`config.mk`:
```
export PLATFORM = sky130hd
export DESIGN_NAME = tisp_unit
export DESIGN_NICKNAME = d
export VERILOG_FILES = /design/src/tisp_pkg.sv /design/src/tisp_unit.sv /design/src/tisp_timer.sv /design/src/tisp_edge_det.sv
export SDC_FILE = /design/constraint.sdc
export NUM_CORES = 1
export LEC_CHECK = 0
export BUFFER_PORTS_ARGS = -buffer_cell sky130_fd_sc_hd__buf_2
export CAP_MARGIN = 20
export CORE_UTILIZATION = 41
export CTS_BUF_LIST = sky130_fd_sc_hd__clkbuf_4
export DETAILED_ROUTE_END_ITERATION = 10
export SLEW_MARGIN = 25
export SYNTH_ARGS = -nofsm -noshare
export SYNTH_HDL_FRONTEND = slang
export SYNTH_SLANG_ARGS = --single-unit
```
`constraint.sdc`:
```
create_clock -name ref_clk -period 2.1 [get_ports ref_clk]
set_clock_uncertainty 0.05 [all_clocks]
set_input_delay 0.315 -clock ref_clk [delete_from_list [all_inputs] [get_ports ref_clk]]
set_output_delay 0.315 -clock ref_clk [all_outputs]
set_load 0.005 [all_outputs]
```
`src/tisp_pkg.sv`:
```
// Shared constants, register map and carrier types of the timer, interrupt and sink port unit.
package tisp_pkg;

  // ========
  // Timing
  localparam int CLK_PERIOD_NS  = 50;
  localparam int TICK_PERIOD_NS = 1000;
  localparam int TICK_DIV       = (TICK_PERIOD_NS + CLK_PERIOD_NS - 1) / CLK_PERIOD_NS;
  localparam int TIMER_W        = 12;
  localparam int T128_BIT       = 7;
  localparam int T1024_BIT      = 10;
  localparam int LO_W           = 8;

  // ========
  // Interrupt sources
  localparam int N_SRC = 8;
  localparam int SRC_BUS_RESET = 0;
  localparam int SRC_T128      = 1;
  localparam int SRC_T1024     = 2;
  localparam int SRC_EP0       = 3;
  localparam int N_EP          = 3;
  localparam int SRC_SINK      = 6;
  localparam int SRC_GPIO      = 7;

  // ========
  // Register map
  localparam int AXI_ADDR_W = 8;
  localparam logic [7:0] OFF_IRQ_STATUS = 8'h00;
  localparam logic [7:0] OFF_IRQ_MASK   = 8'h04;
  localparam logic [7:0] OFF_TIMER_LO   = 8'h08;
  localparam logic [7:0] OFF_TIMER_HI   = 8'h0c;
  localparam logic [7:0] OFF_SINK_DATA  = 8'h10;
  localparam logic [7:0] OFF_SINK_IEN   = 8'h14;
  localparam logic [7:0] OFF_SINK_POL   = 8'h18;
  localparam logic [7:0] OFF_SINK_LEVEL = 8'h1c;
  localparam logic [7:0] OFF_GPIO_MASK  = 8'h20;
  localparam logic [7:0] OFF_GPIO_POL   = 8'h24;
  localparam logic [7:0] OFF_VECTOR     = 8'h28;

  localparam int SINK_N       = 8;
  localparam int SINK_LEVEL_W = 4;
  localparam int GPIO_PORT_W  = 8;
  localparam int PIN_STATE_LSB = 8;

  localparam logic [7:0]  IRQ_MASK_RST   = 8'h00;
  localparam logic [7:0]  SINK_DATA_RST  = 8'hff;
  localparam logic [7:0]  SINK_IEN_RST   = 8'h00;
  localparam logic [7:0]  SINK_POL_RST   = 8'h00;
  localparam logic [31:0] SINK_LEVEL_RST = 32'h0000_0000;
  localparam logic [1:0]  RESP_OKAY      = 2'b00;
  localparam logic [1:0]  RESP_SLVERR    = 2'b10;

  // ========
  // Carriers
  typedef struct packed {
    logic [31:0] level;
    logic [7:0]  pullup_en;
    logic [7:0]  sink_en;
  } tisp_sink_drive_t;

  typedef struct packed {
    logic       valid;
    logic [2:0] vector;
  } tisp_vec_t;

endpackage : tisp_pkg

```
`src/tisp_unit.sv`:
```
// Top of the timer, vectored interrupt and current-sink port unit with its AXI4-Lite slave.
// Operation
// RULE1: Eight interrupt sources, each individually maskable by software.
// RULE2: Sources: bus reset, timer 128 us, timer 1.024 ms, three endpoints, sink, GPIO.
// RULE3: Timer interrupts fire on the timer bit rising only.
// RULE4: Endpoint interrupt after each packet moved on that endpoint, either direction.
// RULE5: Any GPIO pin may interrupt; all share one vector.
// RULE6: Sink port pins share their own separate vector.
// RULE7: Per-pin enable picks which sink inputs may interrupt.
// RULE8: Per-input mask picks which GPIO inputs may interrupt.
// RULE9: Each sink pin has its own trigger direction.
// RULE10: Each GPIO port has one trigger direction for the whole port.
// RULE11: A trigger direction is either rising or falling edge.
// RULE12: Free running 12-bit timer counts once per microsecond, always readable.
// RULE13: Reading the timer low byte copies the upper nibble to a holding register.
// RULE14: Reading the upper nibble returns the holding register, not the live count.
// RULE15: Writing one to a sink pin stops its sink and enables its pull-up.
// RULE16: Writing zero to a sink pin drops the pull-up and sinks the programmed level.
// RULE17: Each of eight sink pins has a sixteen-step sink level.
// RULE18: Software writes one to a sink pin before using it as input.
// RULE19: Requests stay pending until acknowledged or cleared; masked ones never reach the core.
//
// Chosen here: the AXI4-Lite slave port and the address map.
module tisp_unit
  import tisp_pkg::*;
#(
  parameter int GPIO_PORTS = 4,
  parameter int DIV        = TICK_DIV
) (
  input  wire logic                          ref_clk,
  input  wire logic                          rstn,
  input  wire logic                          ce,
  input  wire logic [AXI_ADDR_W-1:0]         s_axi_awaddr,
  input  wire logic                          s_axi_awvalid,
  output logic                               s_axi_awready,
  input  wire logic [31:0]                   s_axi_wdata,
  input  wire logic [3:0]                    s_axi_wstrb,
  input  wire logic                          s_axi_wvalid,
  output logic                               s_axi_wready,
  output logic      [1:0]                    s_axi_bresp,
  output logic                               s_axi_bvalid,
  input  wire logic                          s_axi_bready,
  input  wire logic [AXI_ADDR_W-1:0]         s_axi_araddr,
  input  wire logic                          s_axi_arvalid,
  output logic                               s_axi_arready,
  output logic      [31:0]                   s_axi_rdata,
  output logic      [1:0]                    s_axi_rresp,
  output logic                               s_axi_rvalid,
  input  wire logic                          s_axi_rready,
  input  wire logic                          usb_bus_reset_evt,
  input  wire logic [N_EP-1:0]               usb_ep_done,
  input  wire logic                          irq_ack,
  input  wire logic [2:0]                    irq_ack_vector,
  output logic                               irq,
  output tisp_vec_t                          irq_vector,
  input  wire logic [SINK_N-1:0]             sink_pin_in,
  output tisp_sink_drive_t                   sink_drive,
  input  wire logic [GPIO_PORTS*8-1:0]       gpio_pin_in
);

  localparam int GW = GPIO_PORTS * GPIO_PORT_W;

  if (GPIO_PORTS < 1 || GPIO_PORTS > 4) begin : g_chk
    $error("tisp_unit: GPIO_PORTS must be 1 to 4");
  end

  // ========
  // State
  logic                  awready_reg;
  logic                  wready_reg;
  logic                  bvalid_reg;
  logic [1:0]            bresp_reg;
  logic                  arready_reg;
  logic                  rvalid_reg;
  logic [1:0]            rresp_reg;
  logic [31:0]           rdata_reg;
  logic                  aw_have_reg;
  logic                  w_have_reg;
  logic                  ar_have_reg;
  logic [AXI_ADDR_W-1:0] aw_addr_reg;
  logic [AXI_ADDR_W-1:0] ar_addr_reg;
  logic [31:0]           w_data_reg;
  logic [3:0]            w_strb_reg;

  logic [N_SRC-1:0]      status_reg;
  logic [N_SRC-1:0]      mask_reg;
  logic                  irq_reg;
  tisp_vec_t             vec_reg;
  logic [SINK_N-1:0]     sink_ien_reg;
  logic [SINK_N-1:0]     sink_pol_reg;
  tisp_sink_drive_t      drive_reg;
  logic [GW-1:0]         gpio_mask_reg;
  logic [GPIO_PORTS-1:0] gpio_pol_reg;

  // ========
  // Bus handshakes
  wire aw_take  = s_axi_awvalid & awready_reg;
  wire w_take   = s_axi_wvalid & wready_reg;
  wire ar_take  = s_axi_arvalid & arready_reg;
  wire do_write = aw_have_reg & w_have_reg & ~bvalid_reg;
  wire do_read  = ar_have_reg & ~rvalid_reg;
  wire aw_next  = (aw_have_reg | aw_take) & ~do_write;
  wire w_next   = (w_have_reg | w_take) & ~do_write;
  wire ar_next  = (ar_have_reg | ar_take) & ~do_read;

  // ========
  // Address decode
  wire [5:0] wa = aw_addr_reg[AXI_ADDR_W-1:2];
  wire [5:0] ra = ar_addr_reg[AXI_ADDR_W-1:2];

  wire wr_mask  = do_write & (wa == OFF_IRQ_MASK[7:2]);
  wire wr_sdat  = do_write & (wa == OFF_SINK_DATA[7:2]);
  wire wr_sien  = do_write & (wa == OFF_SINK_IEN[7:2]);
  wire wr_spol  = do_write & (wa == OFF_SINK_POL[7:2]);
  wire wr_slev  = do_write & (wa == OFF_SINK_LEVEL[7:2]);
  wire wr_gmask = do_write & (wa == OFF_GPIO_MASK[7:2]);
  wire wr_gpol  = do_write & (wa == OFF_GPIO_POL[7:2]);
  wire wr_ok    = wr_mask | wr_sdat | wr_sien | wr_spol | wr_slev | wr_gmask | wr_gpol;

  wire rd_stat  = do_read & (ra == OFF_IRQ_STATUS[7:2]);
  wire rd_tlo   = do_read & (ra == OFF_TIMER_LO[7:2]);

  // Byte-lane merge so that narrow writes leave untouched lanes alone.
  function automatic logic [31:0] merge(input logic [31:0] old, input logic [31:0] d, input logic [3:0] s);
    logic [31:0] r;
    r = old;
    for (int b = 0; b < 4; b++) begin
      if (s[b]) begin
        r[b*8 +: 8] = d[b*8 +: 8];
      end
    end
    return r;
  endfunction : merge

  wire [31:0] m_mask  = merge({24'h0, mask_reg}, w_data_reg, w_strb_reg);
  wire [31:0] m_sdat  = merge({24'h0, drive_reg.pullup_en}, w_data_reg, w_strb_reg);
  wire [31:0] m_sien  = merge({24'h0, sink_ien_reg}, w_data_reg, w_strb_reg);
  wire [31:0] m_spol  = merge({24'h0, sink_pol_reg}, w_data_reg, w_strb_reg);
  wire [31:0] m_slev  = merge(drive_reg.level, w_data_reg, w_strb_reg);
  wire [31:0] m_gmask = merge(32'(gpio_mask_reg), w_data_reg, w_strb_reg);
  wire [31:0] m_gpol  = merge(32'(gpio_pol_reg), w_data_reg, w_strb_reg);

  // ========
  // Timer
  logic [TIMER_W-1:0] t_count;
  logic [3:0]         t_hold;
  logic               ev128;
  logic               ev1024;

  tisp_timer #(
    .DIV (DIV)
  ) u_timer (
    .ref_clk  (ref_clk),
    .rstn     (rstn),
    .ce       (ce),
    .latch_hi (rd_tlo),
    .count    (t_count),
    .hold_hi  (t_hold),
    .ev128    (ev128),
    .ev1024   (ev1024)
  );

  // ========
  // Pin inputs
  logic [SINK_N-1:0] sink_state;
  logic [SINK_N-1:0] sink_evt;
  logic [GW-1:0]     gpio_state;
  logic [GW-1:0]     gpio_evt;
  logic [GW-1:0]     gpio_rise;

  for (genvar p = 0; p < GPIO_PORTS; p++) begin : g_gpol
    assign gpio_rise[p*GPIO_PORT_W +: GPIO_PORT_W] = {GPIO_PORT_W{gpio_pol_reg[p]}}; // RULE10
  end

  tisp_edge_det #(
    .W (SINK_N)
  ) u_sink_edge (
    .ref_clk (ref_clk),
    .rstn    (rstn),
    .ce      (ce),
    .pin     (sink_pin_in),
    .rise    (sink_pol_reg), // RULE9
    .state   (sink_state),
    .evt     (sink_evt)
  );

  tisp_edge_det #(
    .W (GW)
  ) u_gpio_edge (
    .ref_clk (ref_clk),
    .rstn    (rstn),
    .ce      (ce),
    .pin     (gpio_pin_in),
    .rise    (gpio_rise),
    .state   (gpio_state),
    .evt     (gpio_evt)
  );

  // ========
  // Interrupt events
  logic [N_SRC-1:0] ev;

  assign ev[SRC_BUS_RESET]            = usb_bus_reset_evt; // RULE2
  assign ev[SRC_T128]                 = ev128; // RULE3
  assign ev[SRC_T1024]                = ev1024; // RULE3
  assign ev[SRC_EP0 +: N_EP]          = usb_ep_done; // RULE4
  assign ev[SRC_SINK]                 = |(sink_evt & sink_ien_reg); // RULE6 RULE7
  assign ev[SRC_GPIO]                 = |(gpio_evt & gpio_mask_reg); // RULE5 RULE8

  // An event in the clearing cycle is ORed in last, so it survives the clear.
  wire [N_SRC-1:0] clr_rd  = rd_stat ? {N_SRC{1'b1}} : '0;
  wire [N_SRC-1:0] clr_ack = irq_ack ? (8'h01 << irq_ack_vector) : '0;
  wire [N_SRC-1:0] stat_nx = (status_reg & ~(clr_rd | clr_ack)) | ev; // RULE19
  wire [N_SRC-1:0] live_nx = stat_nx & (wr_mask ? m_mask[7:0] : mask_reg); // RULE1

  // Lowest source index has the highest priority.
  function automatic tisp_vec_t pick(input logic [N_SRC-1:0] p);
    tisp_vec_t v;
    v = '0;
    for (int i = N_SRC - 1; i >= 0; i--) begin
      if (p[i]) begin
        v.valid  = 1'b1;
        v.vector = 3'(i);
      end
    end
    return v;
  endfunction : pick

  // ========
  // Read data
  wire [31:0] rd_word =
    (ra == OFF_IRQ_STATUS[7:2]) ? {24'h0, status_reg} :
    (ra == OFF_IRQ_MASK[7:2])   ? {24'h0, mask_reg} :
    (ra == OFF_TIMER_LO[7:2])   ? {24'h0, t_count[LO_W-1:0]} :
    (ra == OFF_TIMER_HI[7:2])   ? {28'h0, t_hold} : // RULE14
    (ra == OFF_SINK_DATA[7:2])  ? {16'h0, sink_state, drive_reg.pullup_en} :
    (ra == OFF_SINK_IEN[7:2])   ? {24'h0, sink_ien_reg} :
    (ra == OFF_SINK_POL[7:2])   ? {24'h0, sink_pol_reg} :
    (ra == OFF_SINK_LEVEL[7:2]) ? drive_reg.level :
    (ra == OFF_GPIO_MASK[7:2])  ? 32'(gpio_mask_reg) :
    (ra == OFF_GPIO_POL[7:2])   ? 32'(gpio_pol_reg) :
    (ra == OFF_VECTOR[7:2])     ? {28'h0, vec_reg} :
    32'h0000_0000;

  wire rd_ok = (ra <= OFF_VECTOR[7:2]);

  // ========
  // Bus channel registers
  always_ff @(posedge ref_clk) begin
    if (!rstn) begin
      awready_reg <= 1'b0;
      wready_reg  <= 1'b0;
      arready_reg <= 1'b0;
      aw_have_reg <= 1'b0;
      w_have_reg  <= 1'b0;
      ar_have_reg <= 1'b0;
    end else if (ce) begin
      awready_reg <= ~aw_next;
      wready_reg  <= ~w_next;
      arready_reg <= ~ar_next;
      aw_have_reg <= aw_next;
      w_have_reg  <= w_next;
      ar_have_reg <= ar_next;
    end
  end

  always_ff @(posedge ref_clk) begin
    if (!rstn) begin
      aw_addr_reg <= '0;
      w_data_reg  <= '0;
      w_strb_reg  <= '0;
      ar_addr_reg <= '0;
    end else if (ce) begin
      aw_addr_reg <= aw_take ? s_axi_awaddr : aw_addr_reg;
      w_data_reg  <= w_take ? s_axi_wdata : w_data_reg;
      w_strb_reg  <= w_take ? s_axi_wstrb : w_strb_reg;
      ar_addr_reg <= ar_take ? s_axi_araddr : ar_addr_reg;
    end
  end

  always_ff @(posedge ref_clk) begin
    if (!rstn) begin
      bvalid_reg <= 1'b0;
      bresp_reg  <= RESP_OKAY;
      rvalid_reg <= 1'b0;
      rresp_reg  <= RESP_OKAY;
      rdata_reg  <= '0;
    end else if (ce) begin
      bvalid_reg <= do_write | (bvalid_reg & ~s_axi_bready);
      bresp_reg  <= do_write ? (wr_ok ? RESP_OKAY : RESP_SLVERR) : bresp_reg;
      rvalid_reg <= do_read | (rvalid_reg & ~s_axi_rready);
      rresp_reg  <= do_read ? (rd_ok ? RESP_OKAY : RESP_SLVERR) : rresp_reg;
      rdata_reg  <= do_read ? rd_word : rdata_reg; // RULE12
    end
  end

  // ========
  // Interrupt controller
  always_ff @(posedge ref_clk) begin
    if (!rstn) begin
      status_reg <= '0;
      mask_reg   <= IRQ_MASK_RST;
      irq_reg    <= 1'b0;
      vec_reg    <= '0;
    end else if (ce) begin
      status_reg <= stat_nx; // RULE19
      mask_reg   <= wr_mask ? m_mask[7:0] : mask_reg; // RULE1
      irq_reg    <= |live_nx; // RULE19
      vec_reg    <= pick(live_nx);
    end
  end

  // ========
  // Sink port and GPIO configuration
  always_ff @(posedge ref_clk) begin
    if (!rstn) begin
      drive_reg.pullup_en <= SINK_DATA_RST;
      drive_reg.sink_en   <= ~SINK_DATA_RST;
      drive_reg.level     <= SINK_LEVEL_RST;
      sink_ien_reg        <= SINK_IEN_RST;
      sink_pol_reg        <= SINK_POL_RST;
    end else if (ce) begin
      // Reset leaves every pin pulled up, so the port starts out usable as input.
      drive_reg.pullup_en <= wr_sdat ? m_sdat[7:0] : drive_reg.pullup_en; // RULE15 RULE18
      drive_reg.sink_en   <= wr_sdat ? ~m_sdat[7:0] : drive_reg.sink_en; // RULE16
      drive_reg.level     <= wr_slev ? m_slev : drive_reg.level; // RULE17
      sink_ien_reg        <= wr_sien ? m_sien[7:0] : sink_ien_reg; // RULE7
      sink_pol_reg        <= wr_spol ? m_spol[7:0] : sink_pol_reg; // RULE9
    end
  end

  always_ff @(posedge ref_clk) begin
    if (!rstn) begin
      gpio_mask_reg <= '0;
      gpio_pol_reg  <= '0;
    end else if (ce) begin
      gpio_mask_reg <= wr_gmask ? m_gmask[GW-1:0] : gpio_mask_reg; // RULE8
      gpio_pol_reg  <= wr_gpol ? m_gpol[GPIO_PORTS-1:0] : gpio_pol_reg; // RULE10
    end
  end

  // ========
  // Outputs
  assign s_axi_awready = awready_reg;
  assign s_axi_wready  = wready_reg;
  assign s_axi_bvalid  = bvalid_reg;
  assign s_axi_bresp   = bresp_reg;
  assign s_axi_arready = arready_reg;
  assign s_axi_rvalid  = rvalid_reg;
  assign s_axi_rresp   = rresp_reg;
  assign s_axi_rdata   = rdata_reg;
  assign irq           = irq_reg;
  assign irq_vector    = vec_reg;
  assign sink_drive    = drive_reg;

endmodule : tisp_unit

```
`src/tisp_timer.sv`:
```
// Free running microsecond timer with high nibble holding register.
module tisp_timer
  import tisp_pkg::*;
#(
  parameter int DIV = TICK_DIV
) (
  input  wire logic               ref_clk,
  input  wire logic               rstn,
  input  wire logic               ce,
  input  wire logic               latch_hi,
  output logic      [TIMER_W-1:0] count,
  output logic      [3:0]         hold_hi,
  output logic                    ev128,
  output logic                    ev1024
);

  if (DIV < 1) begin : g_chk
    $error("tisp_timer: DIV must be at least one");
  end

  localparam int DW = $clog2(DIV + 1);

  logic [DW-1:0]      div_reg;
  logic [TIMER_W-1:0] cnt_reg;
  logic [3:0]         hold_reg;
  logic               e128_reg;
  logic               e1024_reg;
  wire                tick     = (div_reg == DW'(DIV - 1));
  wire [TIMER_W-1:0]  cnt_next = cnt_reg + 12'h001;

  always_ff @(posedge ref_clk) begin
    if (!rstn) begin
      div_reg   <= '0;
      cnt_reg   <= '0;
      hold_reg  <= '0;
      e128_reg  <= 1'b0;
      e1024_reg <= 1'b0;
    end else if (ce) begin
      div_reg   <= tick ? '0 : div_reg + DW'(1);
      cnt_reg   <= tick ? cnt_next : cnt_reg; // RULE12
      hold_reg  <= latch_hi ? cnt_reg[TIMER_W-1:LO_W] : hold_reg; // RULE13
      e128_reg  <= tick & ~cnt_reg[T128_BIT] & cnt_next[T128_BIT]; // RULE3
      e1024_reg <= tick & ~cnt_reg[T1024_BIT] & cnt_next[T1024_BIT]; // RULE3
    end
  end

  assign count   = cnt_reg;
  assign hold_hi = hold_reg;
  assign ev128   = e128_reg;
  assign ev1024  = e1024_reg;

endmodule : tisp_timer

```
`src/tisp_edge_det.sv`:
```
// Pin synchroniser with per-bit programmable transition detection.
module tisp_edge_det
  import tisp_pkg::*;
#(
  parameter int W = 8
) (
  input  wire logic         ref_clk,
  input  wire logic         rstn,
  input  wire logic         ce,
  input  wire logic [W-1:0] pin,
  input  wire logic [W-1:0] rise,
  output logic      [W-1:0] state,
  output logic      [W-1:0] evt
);

  if (W < 1) begin : g_chk
    $error("tisp_edge_det: W must be at least one");
  end

  // ========
  // Per pin
  for (genvar i = 0; i < W; i++) begin : g_bit
    logic s1_reg;
    logic s2_reg;
    logic s3_reg;
    logic st_reg;
    logic ev_reg;
    // A change counts only once two late stages agree, which rejects a metastable sample.
    wire  chg = (s2_reg == s3_reg) & (s3_reg != st_reg);
    always_ff @(posedge ref_clk) begin
      if (!rstn) begin
        s1_reg <= 1'b1;
        s2_reg <= 1'b1;
        s3_reg <= 1'b1;
        st_reg <= 1'b1;
        ev_reg <= 1'b0;
      end else if (ce) begin
        s1_reg <= pin[i];
        s2_reg <= s1_reg;
        s3_reg <= s2_reg;
        st_reg <= chg ? s3_reg : st_reg;
        ev_reg <= chg & (s3_reg == rise[i]); // RULE11
      end
    end
    assign state[i] = st_reg;
    assign evt[i]   = ev_reg;
  end

endmodule : tisp_edge_det

```
==> results of run 1 <==
## where the power goes
group / internal [mW] / leakage, nW / switching [mW]
registers: 8.42 / 3.53 / 0.180
logic: 0.567 / 5.04 / 0.615
clock network: 3.89 / 0.875 / 3.52
total: 12.9 / 9.44 / 4.31
## worst max-delay path, stage by stage (launching register included)
cell and delay (ns):
dfxtp_2 0.33, nor4_4 0.32, nand3_2 0.18, a311o_1 0.33, a21boi_1 0.15, or4_1 0.48
o21ai_1 0.12
## worst paths after layout
check	from	end	slack, ns
worst min register to register	s_axi_rdata[25]$_SDFFE_PN0P_	s_axi_rdata[25]$_SDFFE_PN0P_	0.40
worst min-delay path	irq_ack	status_reg[0]$_SDFFE_PN0P_	0.05
worst max register to register	ar_addr_reg[6]$_SDFFE_PN0P_	irq_vector[2]$_SDFFE_PN0P_	0.04
worst max-delay path	ar_addr_reg[6]$_SDFFE_PN0P_	irq_vector[2]$_SDFFE_PN0P_	0.04
## cells by family after synthesis
family                     count (synthesis)  synth area share [%]
muxes                                    238                 13.55
AOI/OAI and AO/OA                        412                 14.09
xor gates and xnor gates                  12                0.5869
other                                      1               0.02094
adders and majority gates                  2                0.1397
DFF                                      434                 48.52
and+or+nand+nor                          727                 19.93
buffers and inverters                    146                 3.165
## cell usage in the layout, fill, tap and decap left out, types with 41 or more instances in the layout
master and n:
buf_4 92, nand2_1 307, dfxtp_1 429, a311oi_1 43, nor2_1 183, buf_2 193, nand2b_1 43, or4b_2 41
clkbuf_4 167, nand3_1 50, o21ai_0 86, a21oi_1 178, dlygate4sd3_1 125, mux2i_1 230, nand4b_1 45
## cell usage after synthesis, types with 5 or more instances
cell type,count,area (um^2)
a21oi_1,179,895.9
inv_1,9,33.78
o21ai_0,86,430.4
a21o_1,5,37.54
mux2i_1,230,2302
dfxtp_1,434,8688
xor2_1,5,43.79
nor3_1,10,50.05
nand3_1,51,255.2
nor2_1,184,690.7
or4b_2,41,410.4
o2bb2ai_1,5,43.79
buf_1,19,71.32
a31oi_1,9,56.30
xnor2_1,7,61.31
a22oi_1,41,307.8
and2_1,5,31.28
a311oi_1,43,376.6
nor2b_1,5,31.28
buf_2,9,45.04
o221ai_1,5,43.79
nand4_1,8,50.05
a211oi_1,13,97.59
nand4b_1,45,394.1
mux2_2,5,56.30
nand2b_1,43,269.0
nand2_1,311,1167
a222oi_1,8,80.08
clkbuf_1,106,397.9
## through the flow
stage | setup WS (ns) | hold slack (ns)
floorplan | 0.01827 | 0.3817
global placement | -0.1063 | 0.3848
detailed placement | -0.1413 | 0.3922
CTS | 0.003803 | 0.04637
global route | -0.06859 | 0.07065
finish | 0.03999 | 0.04997
## per-layer routing
layer	vias to the layer above	part of all wire [%]	track usage, %
met5	-	0	0
met4	0	2.5	9.870
met3	85	6.1	4.981
met2	499	45	37.43
met1	7850	46	32.37
li1	7941	-	-
## cell type report
class,instances,area [um^2],area share (%)
inverters,10,42.54,0.1855
repair buffers,424,3166,13.80
flip-flops and latches,434,8695,37.91
multi-input cells,1393,8813,38.43
well taps,585,732.0,3.192
clock inverters,41,227.7,0.9930
diodes,1,2.502,0.01091
clock buffers,167,1254,5.467
## repair_timing
item,in CTS,in global routing
hold endpoints to repair,168,0
setup buffers,1,1
hold buffers,126,0
pin swaps,3,7
gates resized for setup,8,26
endpoints found under the setup margin,6,62
==> flow_summary_export.csv, run 1 <==
group,metric,value,unit
timing,worst_pin_slew,0.7650,ns
logic_synthesis,syn_area,17910,um^2
timing,fmax,0.4854,GHz
cells_and_area,drive_gt1_share,22.96,%
cells_and_area,finish.utilization,53.24,%
clock_network,cts_sinks,434,
logic_synthesis,seq_area_frac_synth,48.52,%
critical_path,critPathCaptureType,"flop",
logic_synthesis,synth_warnings,0,
cells_and_area,nets,2489,
floorplan,row_count,76,
critical_path,worstPathArrival,2.78,ns
power,power_density,749.5,nW/um^2
global_routing,gr-total-overflow,0,
critical_path,crit_fanout,4,
logic_synthesis,synth_flop_cell,"dfxtp_1",
global_routing,grt_max_degree,161,
detailed_routing,routed_wl,54410,um
detailed_routing,drtIter0Drc,1261,
clock_network,tritoncts,"done",
detailed_routing,ant_nets,0,
critical_path,crit_required,2.82,ns
clock_network,clock_latency,0.87,ns
global_routing,grtUsageTotal,24.05,%
detailed_routing,first_pass_iters,6,
cells_and_area,largest_reg_flops,48,
timing,hold_viol,0,
power,ir_drop,0.0004288,V
floorplan,die_y,211.0,um
power,p_leak,9.444,nW
logic_synthesis,synth-edff-count,0,
logic_synthesis,synth_seq_cells,434,
cells_and_area,areaGrowthSynthToFinish,28.05,%
clock_network,cts_buffers,116,
detailed_routing,avgRoutedWirePerCell,17.81,um
critical_path,r2r_cells,6,
floorplan,io_pins,202,
detailed_routing,routed_via_density,5.360,
floorplan,core_area,43080,um^2
place,dpl_cell_area,20030,um^2
global_routing,antenna_found_initial,1,
floorplan,die_area,44520,um^2
timing,setup_tns,0,ns
clock_network,root_buffer,"clkbuf_4",
clock_network,htreeDepth,3,
run_status,status,"completed",
floorplan,die_x,211.0,um
cells_and_area,layout.cells.non_filler,3055,
global_routing,grt_pass1_wl,83930,um
floorplan,initial_core_util,41.57,%
critical_path,worst_setup_path_start_kind,"flop",
cells_and_area,final_cell_area,22930,um^2
place,dp_cells,2720,
power,power.total,17.19,mW
logic_synthesis,synthArstFlopShare,0,%
cells_and_area,n_fill_cell,3970,
timing,slew_headroom,48.93,%
job,cap_viol_max_count,0,
logic_synthesis,syn_area_per_cell,9.081,um^2
worst_hold_path,hp-class,"primary input to flop",
logic_synthesis,netlist_instances,1972,
timing,rsz0062_at_grt,"true",
worst_hold_path,hold_depth,6,
place,hpwl,37110,um
detailed_routing,drc_errors,0,
global_routing,grt_pass1_vias,15350,
clock_network,clk_path_buf_depth,3,
logic_synthesis,yosysUniqueCellTypes,64,
timing,finalCriticalPeriod,2.060,ns
critical_path,path_class,"flop to flop",
place,port_buffers,195,
place,gp_congestion,0.9150,
detailed_routing,vias,16380,
clock_network,clk_pin_slew,0.07,ns
timing,min_period_over_period,98.10,%
timing,finalSetupViolCount,0,
timing,slew_viol_final,0,
(Power assumes the default switching activity.)
==> run 2, diff against run 1 <==
- REMOVE_ABC_BUFFERS: default -> 1
==> run 2 against run 1 <==
The flow now finishes with violations (setup timing). Register-to-register slack got worse by 0.06 ns. Die area did not move. Fmax decreased by 3.0%. Sequential power barely moved. Sequential share of layout area is 0.55 points lower. Count of clock-buffer cells in the layout increased by 8. Combinational power hardly changed. Setup slack lost 0.065 ns. Design area grew 1.4%.
==> flow_summary_export.csv, run 2 (same netlist as run 1, synthesis figures left out) <==
group,metric,value,unit
critical_path,path_class,"flop to flop",
cells_and_area,layout_common_cells,"431 x dfxtp_1, 310 x nand2_1, 230 x mux2i_1",
clock_network,clk_path_buf_depth,3,
critical_path,critPathCaptureType,"flop",
timing,finalCriticalPeriod,2.125,ns
floorplan,die_x,211.0,um
detailed_routing,routed_wl,54800,um
detailed_routing,first_pass_iters,6,
clock_network,clock_latency,0.83,ns
detailed_routing,ant_nets,0,
clock_network,tritoncts,"done",
detailed_routing,drtIter0Drc,1126,
clock_network,clk_pin_slew,0.07,ns
timing,slew_headroom,43.45,%
power,power_density,735.1,nW/um^2
power,comb_power_share,7.1,%
detailed_routing,vias,16380,
cells_and_area,finish.utilization,54.01,%
place,port_buffers,195,
place,gp_congestion,0.8621,
worst_hold_path,worstHoldStart,"usb_ep_done[2]",
run_status,failed_checks,"setup timing",
floorplan,die_y,211.0,um
cells_and_area,regArea,8692,um^2
floorplan,die_area,44520,um^2
floorplan,core_area,43080,um^2
cells_and_area,nets,2508,
timing,fmax,0.4707,GHz
critical_path,r2r_start,"ar_addr_reg[6]$_SDFFE_PN0P_",
cells_and_area,areaGrowthSynthToFinish,29.90,%
timing,min_period_over_period,101.2,%
critical_path,worstPathArrival,2.76,ns
cells_and_area,layout_commonest_cell,"dfxtp_1",
global_routing,grtUsageTotal,23.94,%
global_routing,grt_pass1_vias,15960,
critical_path,crit_required,2.73,ns
power,p_leak,9.556,nW
timing,worst_slack,-0.02469,ns
power,power.total,17.10,mW
place,dp_slack,-0.3312,ns
cells_and_area,n_fill_cell,4040,
power,seqPwrFrac,50.1,%
floorplan,io_pins,202,
global_routing,grt_pass1_wl,84370,um
cells_and_area,largest_reg_flops,48,
power,p_sw_share,25.21,%
worst_hold_path,hp-class,"primary input to flop",
global_routing,gr-total-overflow,0,
place,hpwl,35830,um
critical_path,crit_fanout,4,
power,p_int,12.79,mW
clock_network,root_buffer,"clkbuf_4",
timing,finalSetupViolCount,3,
detailed_routing,avgRoutedWirePerCell,17.80,um
power,pwr-share-clk,42.8,%
timing,slew_viol_final,0,
clock_network,cts_sinks,434,
clock_network,cts_buffers,115,
clock_network,htreeDepth,3,
power,switching_power,4.311,mW
timing,rsz0062_at_grt,"true",
global_routing,grt_max_degree,109,
detailed_routing,routed_via_density,5.320,
critical_path,worst_setup_path_start_kind,"flop",
timing,hold_viol,0,
critical_path,critPathLaunch,"ar_addr_reg[6]$_SDFFE_PN0P_",
floorplan,row_count,76,
job,cap_viol_max_count,0,
detailed_routing,drc_errors,0,
timing,worst_pin_slew,0.8471,ns
global_routing,antenna_found_initial,2,
power,ir_drop,0.0004052,V
floorplan,initial_core_util,41.57,%
cells_and_area,multi_input_area,8838,um^2
cells_and_area,drive_gt1_share,23.27,%
run_status,status,"finished with violations",
run 2: worst paths after layout:
kind                                        to  slack (ns)  depth (start not counted)
setup / recovery    irq_vector[0]$_SDFFE_PN0P_       -0.02                          7
hold / removal      status_reg[5]$_SDFFE_PN0P_        0.02                          4
hold reg to reg   s_axi_rdata[25]$_SDFFE_PN0P_        0.40                          2
setup reg to reg    irq_vector[0]$_SDFFE_PN0P_       -0.02                          7
run 2: area by class of cell:
type | instances | share of cell area (%)
Multi-Input combinational cell | 1393 | 37.99
Sequential cell | 434 | 37.36
Timing Repair Buffer | 444 | 14.98
Clock buffer | 175 | 5.647
Tap cell | 585 | 3.146
Clock inverter | 36 | 0.6723
Inverter | 10 | 0.1829
Antenna cell | 1 | 0.01076
run 2: per-stage QoR:
| step | TNS (ns) | cell area, um^2 | instances | hold WS (ns) |
|---|---|---|---|---|
| 2_1_floorplan | -116.48 | 17380 | 1837 | 0.3269 |
| 6_report | -0.05480 | 23260 | 3078 | 0.02017 |
| 3_5_place_dp | -1.444 | 20110 | 2721 | 0.3901 |
| 3_3_place_gp | -1.367 | 20110 | 2721 | 0.3876 |
| 4_1_cts | -0.01582 | 23030 | 3068 | -0.2526 |
| 5_1_grt | -0.3884 | 23260 | 3078 | 0.001006 |
run 2: worst max-delay path, cell delays in order, from the launching register on:
cell     delay, ns
dfxtp_2       0.33
nor4_4        0.30
nand3_2       0.19
buf_4         0.21
a31oi_2       0.22
nor2_1        0.12
a221o_1       0.38
a22o_1        0.18
run 2: layer usage:
metal	track usage (%)	wire length (um)	vias up
met5	0	13	-
met4	8.796	1197	2
met3	4.237	2824	79
met2	40.35	26350	482
met1	30.53	24410	7833
li1	-	-	7979
run 2: power groups by stage:
stage | registers (mW) | logic [mW] | clock network [mW]
detailed placement | 8.75 | 0.989 | 0
global placement | 8.74 | 0.976 | 0
CTS | 8.57 | 1.19 | 7.54
floorplan | 8.72 | 0.439 | 0
global route | 8.59 | 1.31 | 7.98
finish | 8.57 | 1.21 | 7.32
run 2: timing repair:
| action | 4_1_cts | 5_1_grt |
|---|---|---|
| hold endpoints to repair | 165 | 5 |
| gates resized for setup | 14 | 32 |
| gates cloned | 0 | 4 |
| pin swaps | 6 | 13 |
| hold buffers | 136 | 1 |
| setup endpoints to repair | 6 | 53 |
| setup buffers | 0 | 5 |
